--- config.mk ---
export PLATFORM = sky130hd
export DESIGN_NAME = wads_top
export DESIGN_NICKNAME = d
export VERILOG_FILES = /design/src/hw/wads_pkg.sv /design/src/hw/wads_top.sv
export SDC_FILE = /design/constraint.sdc
export NUM_CORES = 2
export LEC_CHECK = 0
export ABC_AREA = 1
export BUFFER_PORTS_ARGS = -buffer_cell sky130_fd_sc_hd__buf_2
export CAP_MARGIN = 15
export CORE_ASPECT_RATIO = 0.75
export CORE_MARGIN = 2
export CORE_UTILIZATION = 50
export DETAILED_ROUTE_END_ITERATION = 10
export PLACE_DENSITY_LB_ADDON = 0.05
export SLEW_MARGIN = 20
export SYNTH_ARGS = -nofsm -noshare
export SYNTH_HDL_FRONTEND = slang
export SYNTH_SLANG_ARGS = --single-unit
export TNS_END_PERCENT = 30
--- constraint.sdc ---
create_clock -name ref_clk -period 3.2 [get_ports ref_clk]
set_clock_uncertainty 0.05 [all_clocks]
set_input_delay 0.64 -clock ref_clk [delete_from_list [all_inputs] [get_ports ref_clk]]
set_output_delay 0.64 -clock ref_clk [all_outputs]
set_load 0.1 [all_outputs]
--- src/hw/wads_pkg.sv ---
// package: constants, register map and state types of the wake-up and domain sequencer
package wads_pkg;

    // ****************************************************************
    // register map (word index on the plain register port)
    // ****************************************************************
    localparam logic [4:0] ADDR_EVENT_PEND = 5'h00;
    localparam logic [4:0] ADDR_EVENT_MASK = 5'h01;
    localparam logic [4:0] ADDR_PIN_WAKE_EN = 5'h02;
    localparam logic [4:0] ADDR_CONTROL = 5'h03;
    localparam logic [4:0] ADDR_POINTERS = 5'h04;
    localparam logic [4:0] ADDR_STATUS = 5'h05;
    localparam logic [4:0] ADDR_KEY_DELAY = 5'h06;
    localparam logic [4:0] ADDR_STEP_TIME = 5'h07;
    localparam logic [4:0] ADDR_WDOG = 5'h08;
    localparam logic [4:0] ADDR_VOLT_A = 5'h09;
    localparam logic [4:0] ADDR_SLOT_BASE = 5'h10;

    // ****************************************************************
    // event bit positions
    // ****************************************************************
    localparam int EVENT_COUNT = 16;
    localparam int EV_SUPPLY = 0;
    localparam int EV_WARN = 1;
    localparam int EV_ALARM = 2;
    localparam int EV_TICK = 3;
    localparam int EV_COMP = 4;
    localparam int EV_BUTTON = 5;
    localparam int EV_CHARGER = 6;
    localparam int EV_OVERCUR = 7;
    localparam int EV_RANGE = 8;
    localparam int EV_TEMP = 9;
    localparam int EV_SEQ_DONE = 10;
    localparam int EV_RAMP_DONE = 11;
    localparam int EV_ADC_DONE = 12;
    localparam int EV_PIN = 13;
    localparam int EV_DOMAIN_PIN = 14;
    localparam int EV_SERIAL = 15;

    localparam logic [15:0] USER_EVENTS = 16'h2060;
    localparam logic [15:0] NO_WAKE_EVENTS = 16'h1C00;

    // control register fields
    localparam int CTL_BASE_EN = 0;
    localparam int CTL_SECOND_EN = 1;
    localparam int CTL_THIRD_EN = 2;
    localparam int CTL_LOCK = 3;
    localparam int CTL_RELOAD = 4;
    localparam int CTL_SUPPRESS = 5;
    localparam int CTL_ALIVE = 6;

    // ****************************************************************
    // sequencer and timing
    // ****************************************************************
    localparam int ID_COUNT = 32;
    localparam int SLOT_W = 4;
    localparam int CLK_MHZ = 100;
    localparam int ACTIVE_HOLD_S = 16;
    localparam longint ACTIVE_HOLD_CYCLES = longint'(ACTIVE_HOLD_S) * CLK_MHZ * 1000000;
    localparam logic [31:0] RESET_STEP_TIME = 32'h0000_3200;
    localparam logic [31:0] RESET_KEY_DELAY = 32'h0000_1000;
    localparam logic [31:0] RESET_WDOG = 32'h0010_0000;
    localparam logic [31:0] RESET_VOLT = 32'h0000_0000;
    localparam logic [31:0] RESET_POINTERS = 32'h0000_0FA3;

    typedef enum logic [2:0] {
        WADS_RESET = 3'b000,
        WADS_RELOAD = 3'b001,
        WADS_HOLD = 3'b010,
        WADS_BASE = 3'b011,
        WADS_SECOND = 3'b100,
        WADS_WAIT_ALIVE = 3'b101,
        WADS_ACTIVE = 3'b110
    } wads_state_e;

    typedef struct packed {
        logic [4:0] addr;
        logic [31:0] wdata;
        logic wr;
        logic rd;
    } wads_bus_s;

    typedef struct packed {
        logic base;
        logic second;
        logic third;
    } wads_domains_s;

    typedef struct packed {
        logic [SLOT_W-1:0] base_end;
        logic [SLOT_W-1:0] second_end;
        logic [SLOT_W-1:0] last_slot;
        logic [SLOT_W-1:0] partial_shutdown_slot;
    } wads_pointers_s;

endpackage

--- src/hw/wads_top.sv ---
// wake-up qualification and three-domain power sequencer
//
// What this block does
// - every wake source is tagged user or system and handled per class
// - unmasked button and charger events always start a wake-up
// - a set mask bit stops its event from waking
// - with lock on, button must stay low beyond key delay
// - pin wakes need at least one bit of the pin wake enable register set
// - on wake reload voltages, step timer and, unless suppressed, domain enables
// - after reload pulse host wake and drive slot-0 regulators
// - base domain steps wait for the base domain enable
// - active state only after second domain enable
// - missed watchdog alive in window ends active, back to reset
// - done events interrupt but never wake; others do both
// - button, charger and pin transitions are user; rest are system
// - domain port rising edges give system wake events
// - sequencer has step timer, slot array and four boundary pointers
// - up to 32 identifiers across three domains
// - base domain runs from step 1 to base end
// - second domain to second end, third to last slot
// - reload on each power-down to base transition when enabled
// - suspended system wakes return after 16 s in active
//
// Added by the designer: the register addresses and the address-and-strobe port.
`timescale 1ns/1ps
`default_nettype none

module wads_top #(
    parameter longint ACTIVE_HOLD = wads_pkg::ACTIVE_HOLD_CYCLES
) (
    input wire logic ref_clk,
    input wire logic reset_n,
    input wire logic [4:0] reg_addr,
    input wire logic [31:0] reg_wdata,
    input wire logic reg_wr,
    input wire logic reg_rd,
    output logic [31:0] reg_rdata,
    input wire logic [15:0] event_in,
    input wire logic power_button_input,
    input wire logic base_domain_port,
    input wire logic second_domain_port,
    input wire logic third_domain_port,
    input wire logic restart_suspend,
    input wire logic [31:0] stored_volt_a,
    input wire logic [31:0] stored_step_time,
    input wire logic [2:0] stored_domain_en,
    output logic host_wake_signal,
    output logic interrupt_request_out,
    output logic [31:0] volt_a_out,
    output logic [wads_pkg::ID_COUNT-1:0] id_enable,
    output logic [wads_pkg::SLOT_W-1:0] current_step,
    output logic active_state
);

    // a zero hold would lift the suspension on the first active cycle
    if (ACTIVE_HOLD < 1)
    begin : gen_hold_check
        $error("active hold count must be positive");
    end

    // ****************************************************************
    // state
    // ****************************************************************
    localparam int ID_SLOT_BITS = wads_pkg::ID_COUNT * wads_pkg::SLOT_W;

    typedef struct packed {
        logic [1:0] s_btn;
        logic [1:0] s_base;
        logic [1:0] s_second;
        logic [1:0] s_third;
        logic [1:0] s_susp;
        logic [15:0] ev_meta;
        logic [15:0] s_ev;
        logic [15:0] ev_prev;
        logic dom_prev_base;
        logic dom_prev_second;
        logic dom_prev_third;
        logic [15:0] pend;
        logic [15:0] mask;
        logic [15:0] pin_wake_en;
        logic [6:0] ctl;
        wads_pkg::wads_domains_s stored_en;
        wads_pkg::wads_pointers_s ptr;
        logic [31:0] key_delay;
        logic [31:0] key_cnt;
        logic key_ok;
        logic [31:0] step_time;
        logic [31:0] step_cnt;
        logic [31:0] wdog_win;
        logic [31:0] wdog_cnt;
        logic [31:0] volt;
        logic [63:0] hold_cnt;
        logic suspended;
        logic [ID_SLOT_BITS-1:0] slots;
        wads_pkg::wads_state_e st;
        logic [31:0] rdata;
        logic wake_out;
        logic irq;
        logic [wads_pkg::ID_COUNT-1:0] ids;
        logic [wads_pkg::SLOT_W-1:0] step;
        logic active;
    } wads_state_s;

    wads_state_s state_reg;
    wads_state_s state_next;

    function automatic logic [wads_pkg::SLOT_W-1:0] slot_of(
        input logic [ID_SLOT_BITS-1:0] slots,
        input int idx
    );
        slot_of = slots[idx*wads_pkg::SLOT_W +: wads_pkg::SLOT_W];
    endfunction

    // slot words past the id table would index beyond the slot vector
    function automatic logic in_slot_table(input logic [4:0] a);
        in_slot_table = a >= wads_pkg::ADDR_SLOT_BASE
            && a < wads_pkg::ADDR_SLOT_BASE + 5'(ID_SLOT_BITS / 16);
    endfunction

    // ****************************************************************
    // next-state logic
    // ****************************************************************
    logic [15:0] rise;
    logic [15:0] wake_ok;
    logic user_wake;
    logic sys_wake;
    logic wake;
    wads_pkg::wads_domains_s eff;
    logic key_low;
    logic step_tick;
    logic [wads_pkg::SLOT_W-1:0] slot_one;

    always_comb
    begin
        state_next = state_reg;
        state_next.s_btn = {state_reg.s_btn[0], power_button_input};
        state_next.s_base = {state_reg.s_base[0], base_domain_port};
        state_next.s_second = {state_reg.s_second[0], second_domain_port};
        state_next.s_third = {state_reg.s_third[0], third_domain_port};
        state_next.s_susp = {state_reg.s_susp[0], restart_suspend};
        // event sources sit in other domains: two stages before the edge detector
        state_next.ev_meta = event_in;
        state_next.s_ev = state_reg.ev_meta;
        state_next.ev_prev = state_reg.s_ev;
        state_next.dom_prev_base = state_reg.s_base[1];
        state_next.dom_prev_second = state_reg.s_second[1];
        state_next.dom_prev_third = state_reg.s_third[1];
        slot_one = wads_pkg::SLOT_W'(1);

        rise = state_reg.s_ev & ~state_reg.ev_prev;
        // domain port edges arrive as a system-class pin event
        rise[wads_pkg::EV_DOMAIN_PIN] = rise[wads_pkg::EV_DOMAIN_PIN]
            | (state_reg.s_base[1] & ~state_reg.dom_prev_base)
            | (state_reg.s_second[1] & ~state_reg.dom_prev_second)
            | (state_reg.s_third[1] & ~state_reg.dom_prev_third);

        // button is active low and timed by the lock delay
        key_low = ~state_reg.s_btn[1];
        state_next.key_cnt = key_low ? state_reg.key_cnt + 32'h0000_0001 : 32'h0000_0000;
        state_next.key_ok = key_low && (state_reg.key_cnt > state_reg.key_delay);
        if (state_reg.ctl[wads_pkg::CTL_LOCK])
            rise[wads_pkg::EV_BUTTON] = state_next.key_ok & ~state_reg.key_ok;
        else
            rise[wads_pkg::EV_BUTTON] = key_low & (state_reg.key_cnt == 32'h0000_0000);

        wake_ok = rise & ~state_reg.mask & ~wads_pkg::NO_WAKE_EVENTS;
        wake_ok[wads_pkg::EV_PIN] = wake_ok[wads_pkg::EV_PIN]
            & |state_reg.pin_wake_en;
        user_wake = |(wake_ok & wads_pkg::USER_EVENTS);
        sys_wake = |(wake_ok & ~wads_pkg::USER_EVENTS) & ~state_reg.suspended;
        wake = user_wake | sys_wake;

        eff.base = state_reg.s_base[1] | state_reg.ctl[wads_pkg::CTL_BASE_EN]
            | state_reg.stored_en.base;
        eff.second = state_reg.s_second[1] | state_reg.ctl[wads_pkg::CTL_SECOND_EN]
            | state_reg.stored_en.second;
        eff.third = state_reg.s_third[1] | state_reg.ctl[wads_pkg::CTL_THIRD_EN]
            | state_reg.stored_en.third;

        // registers: write side; a hardware set beats a software clear
        if (reg_wr)
        begin
            unique case (reg_addr)
                wads_pkg::ADDR_EVENT_PEND: state_next.pend = state_reg.pend & ~reg_wdata[15:0];
                wads_pkg::ADDR_EVENT_MASK: state_next.mask = reg_wdata[15:0];
                wads_pkg::ADDR_PIN_WAKE_EN: state_next.pin_wake_en = reg_wdata[15:0];
                wads_pkg::ADDR_CONTROL: state_next.ctl = reg_wdata[6:0];
                wads_pkg::ADDR_POINTERS: state_next.ptr = reg_wdata[15:0];
                wads_pkg::ADDR_KEY_DELAY: state_next.key_delay = reg_wdata;
                wads_pkg::ADDR_STEP_TIME: state_next.step_time = reg_wdata;
                wads_pkg::ADDR_WDOG: state_next.wdog_win = reg_wdata;
                wads_pkg::ADDR_VOLT_A: state_next.volt = reg_wdata;
                default:
                begin
                    if (in_slot_table(reg_addr))
                        state_next.slots[(reg_addr - wads_pkg::ADDR_SLOT_BASE) * 16 +: 16]
                            = reg_wdata[15:0];
                end
            endcase
        end
        state_next.pend = state_next.pend | rise;

        state_next.rdata = 32'h0000_0000;
        if (reg_rd)
        begin
            unique case (reg_addr)
                wads_pkg::ADDR_EVENT_PEND: state_next.rdata = {16'h0000, state_reg.pend};
                wads_pkg::ADDR_EVENT_MASK: state_next.rdata = {16'h0000, state_reg.mask};
                wads_pkg::ADDR_PIN_WAKE_EN: state_next.rdata = {16'h0000, state_reg.pin_wake_en};
                wads_pkg::ADDR_CONTROL: state_next.rdata = {25'h000_0000, state_reg.ctl};
                wads_pkg::ADDR_POINTERS: state_next.rdata = {16'h0000, state_reg.ptr};
                wads_pkg::ADDR_STATUS: state_next.rdata = {21'h00_0000, state_reg.suspended,
                    eff, state_reg.step, state_reg.st};
                wads_pkg::ADDR_KEY_DELAY: state_next.rdata = state_reg.key_delay;
                wads_pkg::ADDR_STEP_TIME: state_next.rdata = state_reg.step_time;
                wads_pkg::ADDR_WDOG: state_next.rdata = state_reg.wdog_win;
                wads_pkg::ADDR_VOLT_A: state_next.rdata = state_reg.volt;
                default:
                begin
                    if (in_slot_table(reg_addr))
                        state_next.rdata = {16'h0000,
                            state_reg.slots[(reg_addr - wads_pkg::ADDR_SLOT_BASE) * 16 +: 16]};
                end
            endcase
        end

        state_next.irq = |(state_reg.pend & ~state_reg.mask);

        // suspension of system wakes clears after a long stay in active
        if (state_reg.s_susp[1])
            state_next.suspended = 1'b1;
        if (state_reg.st == wads_pkg::WADS_ACTIVE)
        begin
            state_next.hold_cnt = state_reg.hold_cnt + 64'h0000_0000_0000_0001;
            if (state_reg.hold_cnt >= 64'(ACTIVE_HOLD))
                state_next.suspended = 1'b0;
        end
        else
            state_next.hold_cnt = 64'h0000_0000_0000_0000;

        // step timer paces the slot walk
        step_tick = state_reg.step_cnt >= state_reg.step_time;
        state_next.step_cnt = step_tick ? 32'h0000_0000 : state_reg.step_cnt + 32'h0000_0001;
        state_next.wake_out = 1'b0;

        unique case (state_reg.st)
            wads_pkg::WADS_RESET:
            begin
                state_next.step = '0;
                if (wake)
                    state_next.st = wads_pkg::WADS_RELOAD;
            end
            wads_pkg::WADS_RELOAD:
            begin
                if (state_reg.ctl[wads_pkg::CTL_RELOAD])
                begin
                    state_next.volt = stored_volt_a;
                    state_next.step_time = stored_step_time;
                    if (!state_reg.ctl[wads_pkg::CTL_SUPPRESS])
                        state_next.stored_en = stored_domain_en;
                end
                state_next.wake_out = 1'b1;
                for (int i = 0; i < wads_pkg::ID_COUNT; i++)
                    if (slot_of(state_reg.slots, i) == '0)
                        state_next.ids[i] = 1'b1;
                state_next.st = wads_pkg::WADS_HOLD;
            end
            wads_pkg::WADS_HOLD:
            begin
                // limitation: a held base enable starts at once, any wake is implied
                if (eff.base)
                begin
                    state_next.step = slot_one;
                    state_next.step_cnt = 32'h0000_0000;
                    state_next.st = wads_pkg::WADS_BASE;
                end
            end
            wads_pkg::WADS_BASE:
            begin
                if (step_tick)
                begin
                    for (int i = 0; i < wads_pkg::ID_COUNT; i++)
                        if (slot_of(state_reg.slots, i) == state_reg.step)
                            state_next.ids[i] = 1'b1;
                    if (state_reg.step >= state_reg.ptr.base_end)
                        state_next.st = wads_pkg::WADS_SECOND;
                    else
                        state_next.step = state_reg.step + slot_one;
                end
            end
            wads_pkg::WADS_SECOND:
            begin
                if (eff.second && step_tick)
                begin
                    if (state_reg.step < state_reg.ptr.second_end)
                    begin
                        state_next.step = state_reg.step + slot_one;
                        for (int i = 0; i < wads_pkg::ID_COUNT; i++)
                            if (slot_of(state_reg.slots, i) == state_next.step)
                                state_next.ids[i] = 1'b1;
                    end
                    else
                    begin
                        state_next.wdog_cnt = 32'h0000_0000;
                        state_next.st = wads_pkg::WADS_WAIT_ALIVE;
                    end
                end
            end
            wads_pkg::WADS_WAIT_ALIVE, wads_pkg::WADS_ACTIVE:
            begin
                state_next.wdog_cnt = state_reg.wdog_cnt + 32'h0000_0001;
                if (state_reg.ctl[wads_pkg::CTL_ALIVE])
                begin
                    state_next.ctl[wads_pkg::CTL_ALIVE] = 1'b0;
                    state_next.wdog_cnt = 32'h0000_0000;
                    state_next.st = wads_pkg::WADS_ACTIVE;
                end
                else if (state_reg.wdog_cnt >= state_reg.wdog_win)
                begin
                    state_next.ids = '0;
                    state_next.stored_en = '0;
                    state_next.st = wads_pkg::WADS_RESET;
                end
                // third domain walks on while active
                if (state_reg.st == wads_pkg::WADS_ACTIVE && eff.third && step_tick
                    && state_reg.step < state_reg.ptr.last_slot)
                begin
                    state_next.step = state_reg.step + slot_one;
                    for (int i = 0; i < wads_pkg::ID_COUNT; i++)
                        if (slot_of(state_reg.slots, i) == state_next.step)
                            state_next.ids[i] = 1'b1;
                end
            end
            default:
                state_next.st = wads_pkg::WADS_RESET;
        endcase
        state_next.active = state_next.st == wads_pkg::WADS_ACTIVE;
    end

    // ****************************************************************
    // state register
    // ****************************************************************
    always_ff @(posedge ref_clk or negedge reset_n)
    begin
        if (!reset_n)
        begin
            state_reg <= '0;
            state_reg.s_btn <= 2'h3;
            state_reg.key_delay <= wads_pkg::RESET_KEY_DELAY;
            state_reg.step_time <= wads_pkg::RESET_STEP_TIME;
            state_reg.wdog_win <= wads_pkg::RESET_WDOG;
            state_reg.volt <= wads_pkg::RESET_VOLT;
            state_reg.ptr <= wads_pkg::RESET_POINTERS[15:0];
            state_reg.slots <= {ID_SLOT_BITS{1'b1}};
            state_reg.st <= wads_pkg::WADS_RESET;
        end
        else
            state_reg <= state_next;
    end

    assign reg_rdata = state_reg.rdata;
    assign host_wake_signal = state_reg.wake_out;
    assign interrupt_request_out = state_reg.irq;
    assign volt_a_out = state_reg.volt;
    assign id_enable = state_reg.ids;
    assign current_step = state_reg.step;
    assign active_state = state_reg.active;

endmodule // wads_top

`default_nettype wire

======== Yosys cells after proc, flatten, opt, wreduce, memory -nomap -nowiden ========
Cells that the tools add are included.
cells by class
  add/sub/neg operators ................... 7
  magnitude comparators ................... 9
  eq/ne operators ......................... 187
  shift operators ......................... 3
  mux-type cells .......................... 185
  bitwise operators ....................... 32
  reduce and logical (&&, ||, !) cells .... 93
operators with widths
  cell                                                     number
  2-to-1 mux 32 bit                                        18
  one-hot mux 32 bit (10 select lines)                     1
  == test 4 bit                                            64
  AND reduction 7 bit                                      33
  inequality test 2 bit, second input constant             107
  2-to-1 mux 36 bit                                        4
  2-to-1 mux 1 bit                                         135
  bitwise mux 128 bit                                      1
  zero test 4 bit                                          32
  one-hot mux 32 bit (4 select lines)                      1
  variable shift 16 x 34 -> 128 bit, first input constant  1
  indexed part select 128 x 33 -> 16 bit                   1
  indexed part select 16 x 34 -> 128 bit                   1
  adder 32 x 1 -> 32 bit, second input constant            3
  adder 64 x 1 -> 64 bit, second input constant            1
  bitwise AND 16 bit                                       4
  >= comparator 32 bit                                     2
  >= comparator 64 x 31 -> 1 bit, second input constant    1
  2-to-1 mux 16 bit                                        4
  2-to-1 mux 64 bit                                        1
  one-hot mux 32 bit (2 select lines)                      1
  2-to-1 mux 55 bit                                        1
  NOT 16 bit                                               3
  2-to-1 mux 3 bit                                         12
  39 further kinds                                         84
word-level totals
  register bits after elaboration ......... 627
  input bits .............................. 129
  output and inout bits ................... 103
  logic and storage cells ................. 588

======== Longest topological paths before layout ========
  depth after elaboration ................. 12
  depth in mapped cells ................... 22
  depth with buffers taken out ............ 18

======== Least setup slack after synthesis ========
OpenSTA, ideal clock, no wires.
  path kind ............................... input to register
  from .................................... input port reg_addr[0]
  to ...................................... register state_reg[192] (netlist bit)
  library setup time ...................... 76 ps
  data arrival time ....................... 3737 ps
  data required time ...................... 3074 ps
  setup slack ............................. -663 ps
  cell stages on the path ................. 20
  buffers on the path ..................... 4
  cells stage by stage .................... clkbuf_1 -> inv_1 -> clkbuf_1 -> clkbuf_1 -> ha_1 -> inv_1 -> nor2_1 -> nand2_1 -> ha_1 -> nor4_1 -> nand4_1 -> nand2_1 -> nand4_1 -> inv_1 -> nand2_1 -> nor2_1 -> nand2_1 -> clkbuf_1 -> nand2_1 -> nand2_1
between the ends
  longest elaborated chain between the ends .. 4
  elaborated cells between the ends (all ways) .. 20
  those cells by class .................... 2 x add/sub; 2 x order compare; 8 x eq/ne; 2 x shift; 1 x mux; 1 x bitwise; 4 x reduce/logical
ends and longest elaborated chain
  item                                                                  line             RTL
  from (decl)                                                           wads_top.sv:33   input wire logic [4:0] reg_addr,
  subtractor 5 x 5 -> 6 bit, or another cell as far along               wads_top.sv:196  state_next.slots[(reg_addr - wads_pkg::ADDR_SLOT_BASE) * 16 +: 16]
  negator 32 -> 34 bit or OR reduction 9 bit (tied branches)            --
  indexed part select 16 x 34 -> 128 bit, or another cell as far along  wads_top.sv:196
  bitwise mux 128 bit or AND reduction 3 bit (tied branches)            --
  to (signal assigned)                                                  wads_top.sv:358  state_reg <= state_next;
  to (decl)                                                             wads_top.sv:104  wads_state_s state_reg;
Several ways; a longest one is shown, not always the timed one.
A chain may end at the register's enable or synchronous reset.

======== Worst setup path after layout ========
  from .................................... register state_reg, in the netlist current_step[1]
  to ...................................... output port current_step[1] (netlist bit)
RTL lines
  item       line            RTL
  to (decl)  wads_top.sv:51  output logic [wads_pkg::SLOT_W-1:0] current_step,
No word-level cell between the ends.

==> results.json <==
{
  "dpl_worst_slack_ns": -0.0873,
  "io_pins": 232,
  "critical_path.top_delay_family": "buffers and inverters",
  "drive_gt1_frac": 0.139,
  "ys.warnings.count": 0,
  "largest_register_ffs": 483,
  "worstSetupPathType": "flop to primary output",
  "die_height_microns": 243,
  "gp_congestion": 1.04,
  "power_density_nw_per_um2": 638,
  "ys_seq_area_frac": 0.413,
  "cts_tree": "built",
  "clkTransAtPathRegs_ns": 0.06,
  "cp-start-kind": "flop",
  "grt_pass1_vias": 34000,
  "status": "finished clean",
  "synth_top_family_by_area": "simple AND/OR/NAND/NOR gates",
  "ant_nets": 0,
  "fin_tns_setup_ns": 0,
  "netlist_instances": 5140,
  "end_kind": "primary output",
  "cts-buffers-inserted": 69,
  "hp-class": "input port to flop",
  "ys_top_cells_by_area": "dfrtp_1 (32%), nand2_1 (10%), dfstp_2 (9.8%)",
  "yosysUniqueCellTypes": 55,
  "synth_top_area_frac": 0.315,
  "synth_fp_nets": 5394,
  "max_stage_delay_ns": 0.62,
  "crit_required_ns": 2.51,
  "r2r_cells": 12,
  "dieArea_sq_um": 78700,
  "path_cells": "buf_4 -> buf_2",
  "clockBufferDepth": 3,
  "synth_edf_count": 0,
  "synth_most_common_cell": "nand2_1",
  "synth_area_per_cell_sq_um": 7.43,
  "cp_slowest_cell": "dfrtp_2",
  "drt_pass1_iterations": 8,
  "io_buffers": 230,
  "core_sq_um": 75400,
  "cts_setup_buffers": 0,
  "crit_fanout": 27,
  "worst-path-stages": 2,
  "grt_pass1_wl_microns": 222000,
  "drv_cap": 0,
  "yosys.area_share.simple": 0.270,
  "wl_per_cell_microns": 23.6,
  "dpl.hpwl_microns": 115000,
  "hold_depth": 1,
  "utilization": 0.570,
  "ys.flop_type": "dfrtp_1",
  "drt_iter0_drc": 4391,
  "ir_worst_vdd_v": 0.000523,
  "rsz0062_at_grt": "false",
  "track_usage": 0.380,
  "synth_adder_area_share": 0.0409,
  "leakagePower_nw": 19.6,
  "initial_core_util": 0.506,
  "antenna_found_initial": 8,
  "hold_viol_final": 0,
  "die_x_microns": 323,
  "grt_overflow": 0,
  "synth_area_sq_um": 38200,
  "drc": 0,
  "async_flop_share": 1.00,
  "yosys.area_share.xor_xnor": 0.0435,
  "synthMuxAreaShare": 0,
  "min_period_ns": 2.99,
  "synth_compound_area_frac": 0.134,
  "routed_wl_microns": 150000,
  "htree_levels": 3,
  "final_nets": 5530,
  "root_buffer": "clkbuf_16",
  "detail_route.vias_per_cell": 5.83,
  "synth_top_area_cell": "dfrtp_1",
  "slew_headroom": 0.242,
  "clkLatencyLatePin_ns": 0.65,
  "rows": 87,
  "setup_viol": 0,
  "ys_ff_latch": 624,
  "clkSinkCount": 624,
  "grt_max_degree": 73,
  "synthTopCellsByCount": "nand2_1 (1,051), nor2_1 (616), inv_1 (518), dfrtp_1 (481), o21ai_0 (399)",
  "worst_pin_slew_ns": 1.13,
  "syn2layout_area_growth_pct": 12.6,
  "report.final.slew_viol_count": 0,
  "vias": 37100,
  "setup_slack_ns": 0.213,
  "cp.arrival_ns": 2.30,
  "finalCritPeriodShare": 0.933,
  "path_buf_inv": 2,
  "fmax_mhz": 335
}
cell usage in the layout (no fill, tap or decap), drive strengths merged, types with 57 or more instances in the layout:
cell,instances
nand2,1060
inv,540
nor3,167
ha,125
dfrtp,481
o21ai,415
o22ai,81
dfstp,143
nand4,138
clkbuf,86
a21oi,284
buf,416
nand3,275
xor2,132
nor2,621
xnor2,57
nor4,84
through the flow:
stage	hold WS (ns)	power, W	cell area [sq um]	instances
floorplan	0.281	0.0159	38300	5140
global placement	0.283	0.0189	40700	6227
detailed placement	0.285	0.0190	40700	6227
CTS	0.0108	0.0272	43000	6352
global route	0.0197	0.0286	43000	6352
finish	0.0431	0.0274	43000	6353
final timing paths:
check                           slack (ns)               to                from
min in group asynchronous             0.58   state_reg[319]             reset_n
max in group asynchronous             1.60  state_next[626]             reset_n
worst max register to register        0.22    id_enable[16]     current_step[1]
worst min-delay path                  0.04  state_next[626]  power_button_input
worst max-delay path                  0.21  current_step[1]     current_step[1]
worst min register to register        0.30  state_next[584]     state_next[600]
cells by family after synthesis:
family / Yosys count
compound gates: 921
xor+xnor: 189
fa+ha+maj: 125
buf+inv: 890
flops: 624
simple gates: 2391
metal layers:
metal  up-vias  GRT usage  share of wire
met5         -          0        0.00018
met4         4     0.0929          0.025
met3       223      0.138           0.14
met2      1953      0.481           0.37
met1     17600      0.596           0.46
li1      17300          -              -
area by class of cell:
class                   count  area [sq um]
fillers                  7239         32400
flip-flops and latches    624         15800
multi-input cells        3626         18700
well taps                1023          1280
inverters                 538          2020
repair buffers            417          2900
diodes                      1          2.50
clock buffers              86          1860
clock inverters            38           425
repair_timing:
action	4_1_cts	5_1_grt
hold endpoints to repair	2	0
setup endpoints to repair	0	50
hold buffers	1	0
gates resized for setup	0	3
power by group:
part | switching (W) | leakage (nW) | internal [W] | total [W]
registers | 0.000936 | 7.52 | 0.00877 | 0.00970
logic | 0.00694 | 11.0 | 0.00256 | 0.00950
clock network | 0.00356 | 1.12 | 0.00468 | 0.00824
total | 0.0114 | 19.6 | 0.0160 | 0.0274
Power figures use the tool's default switching activity.
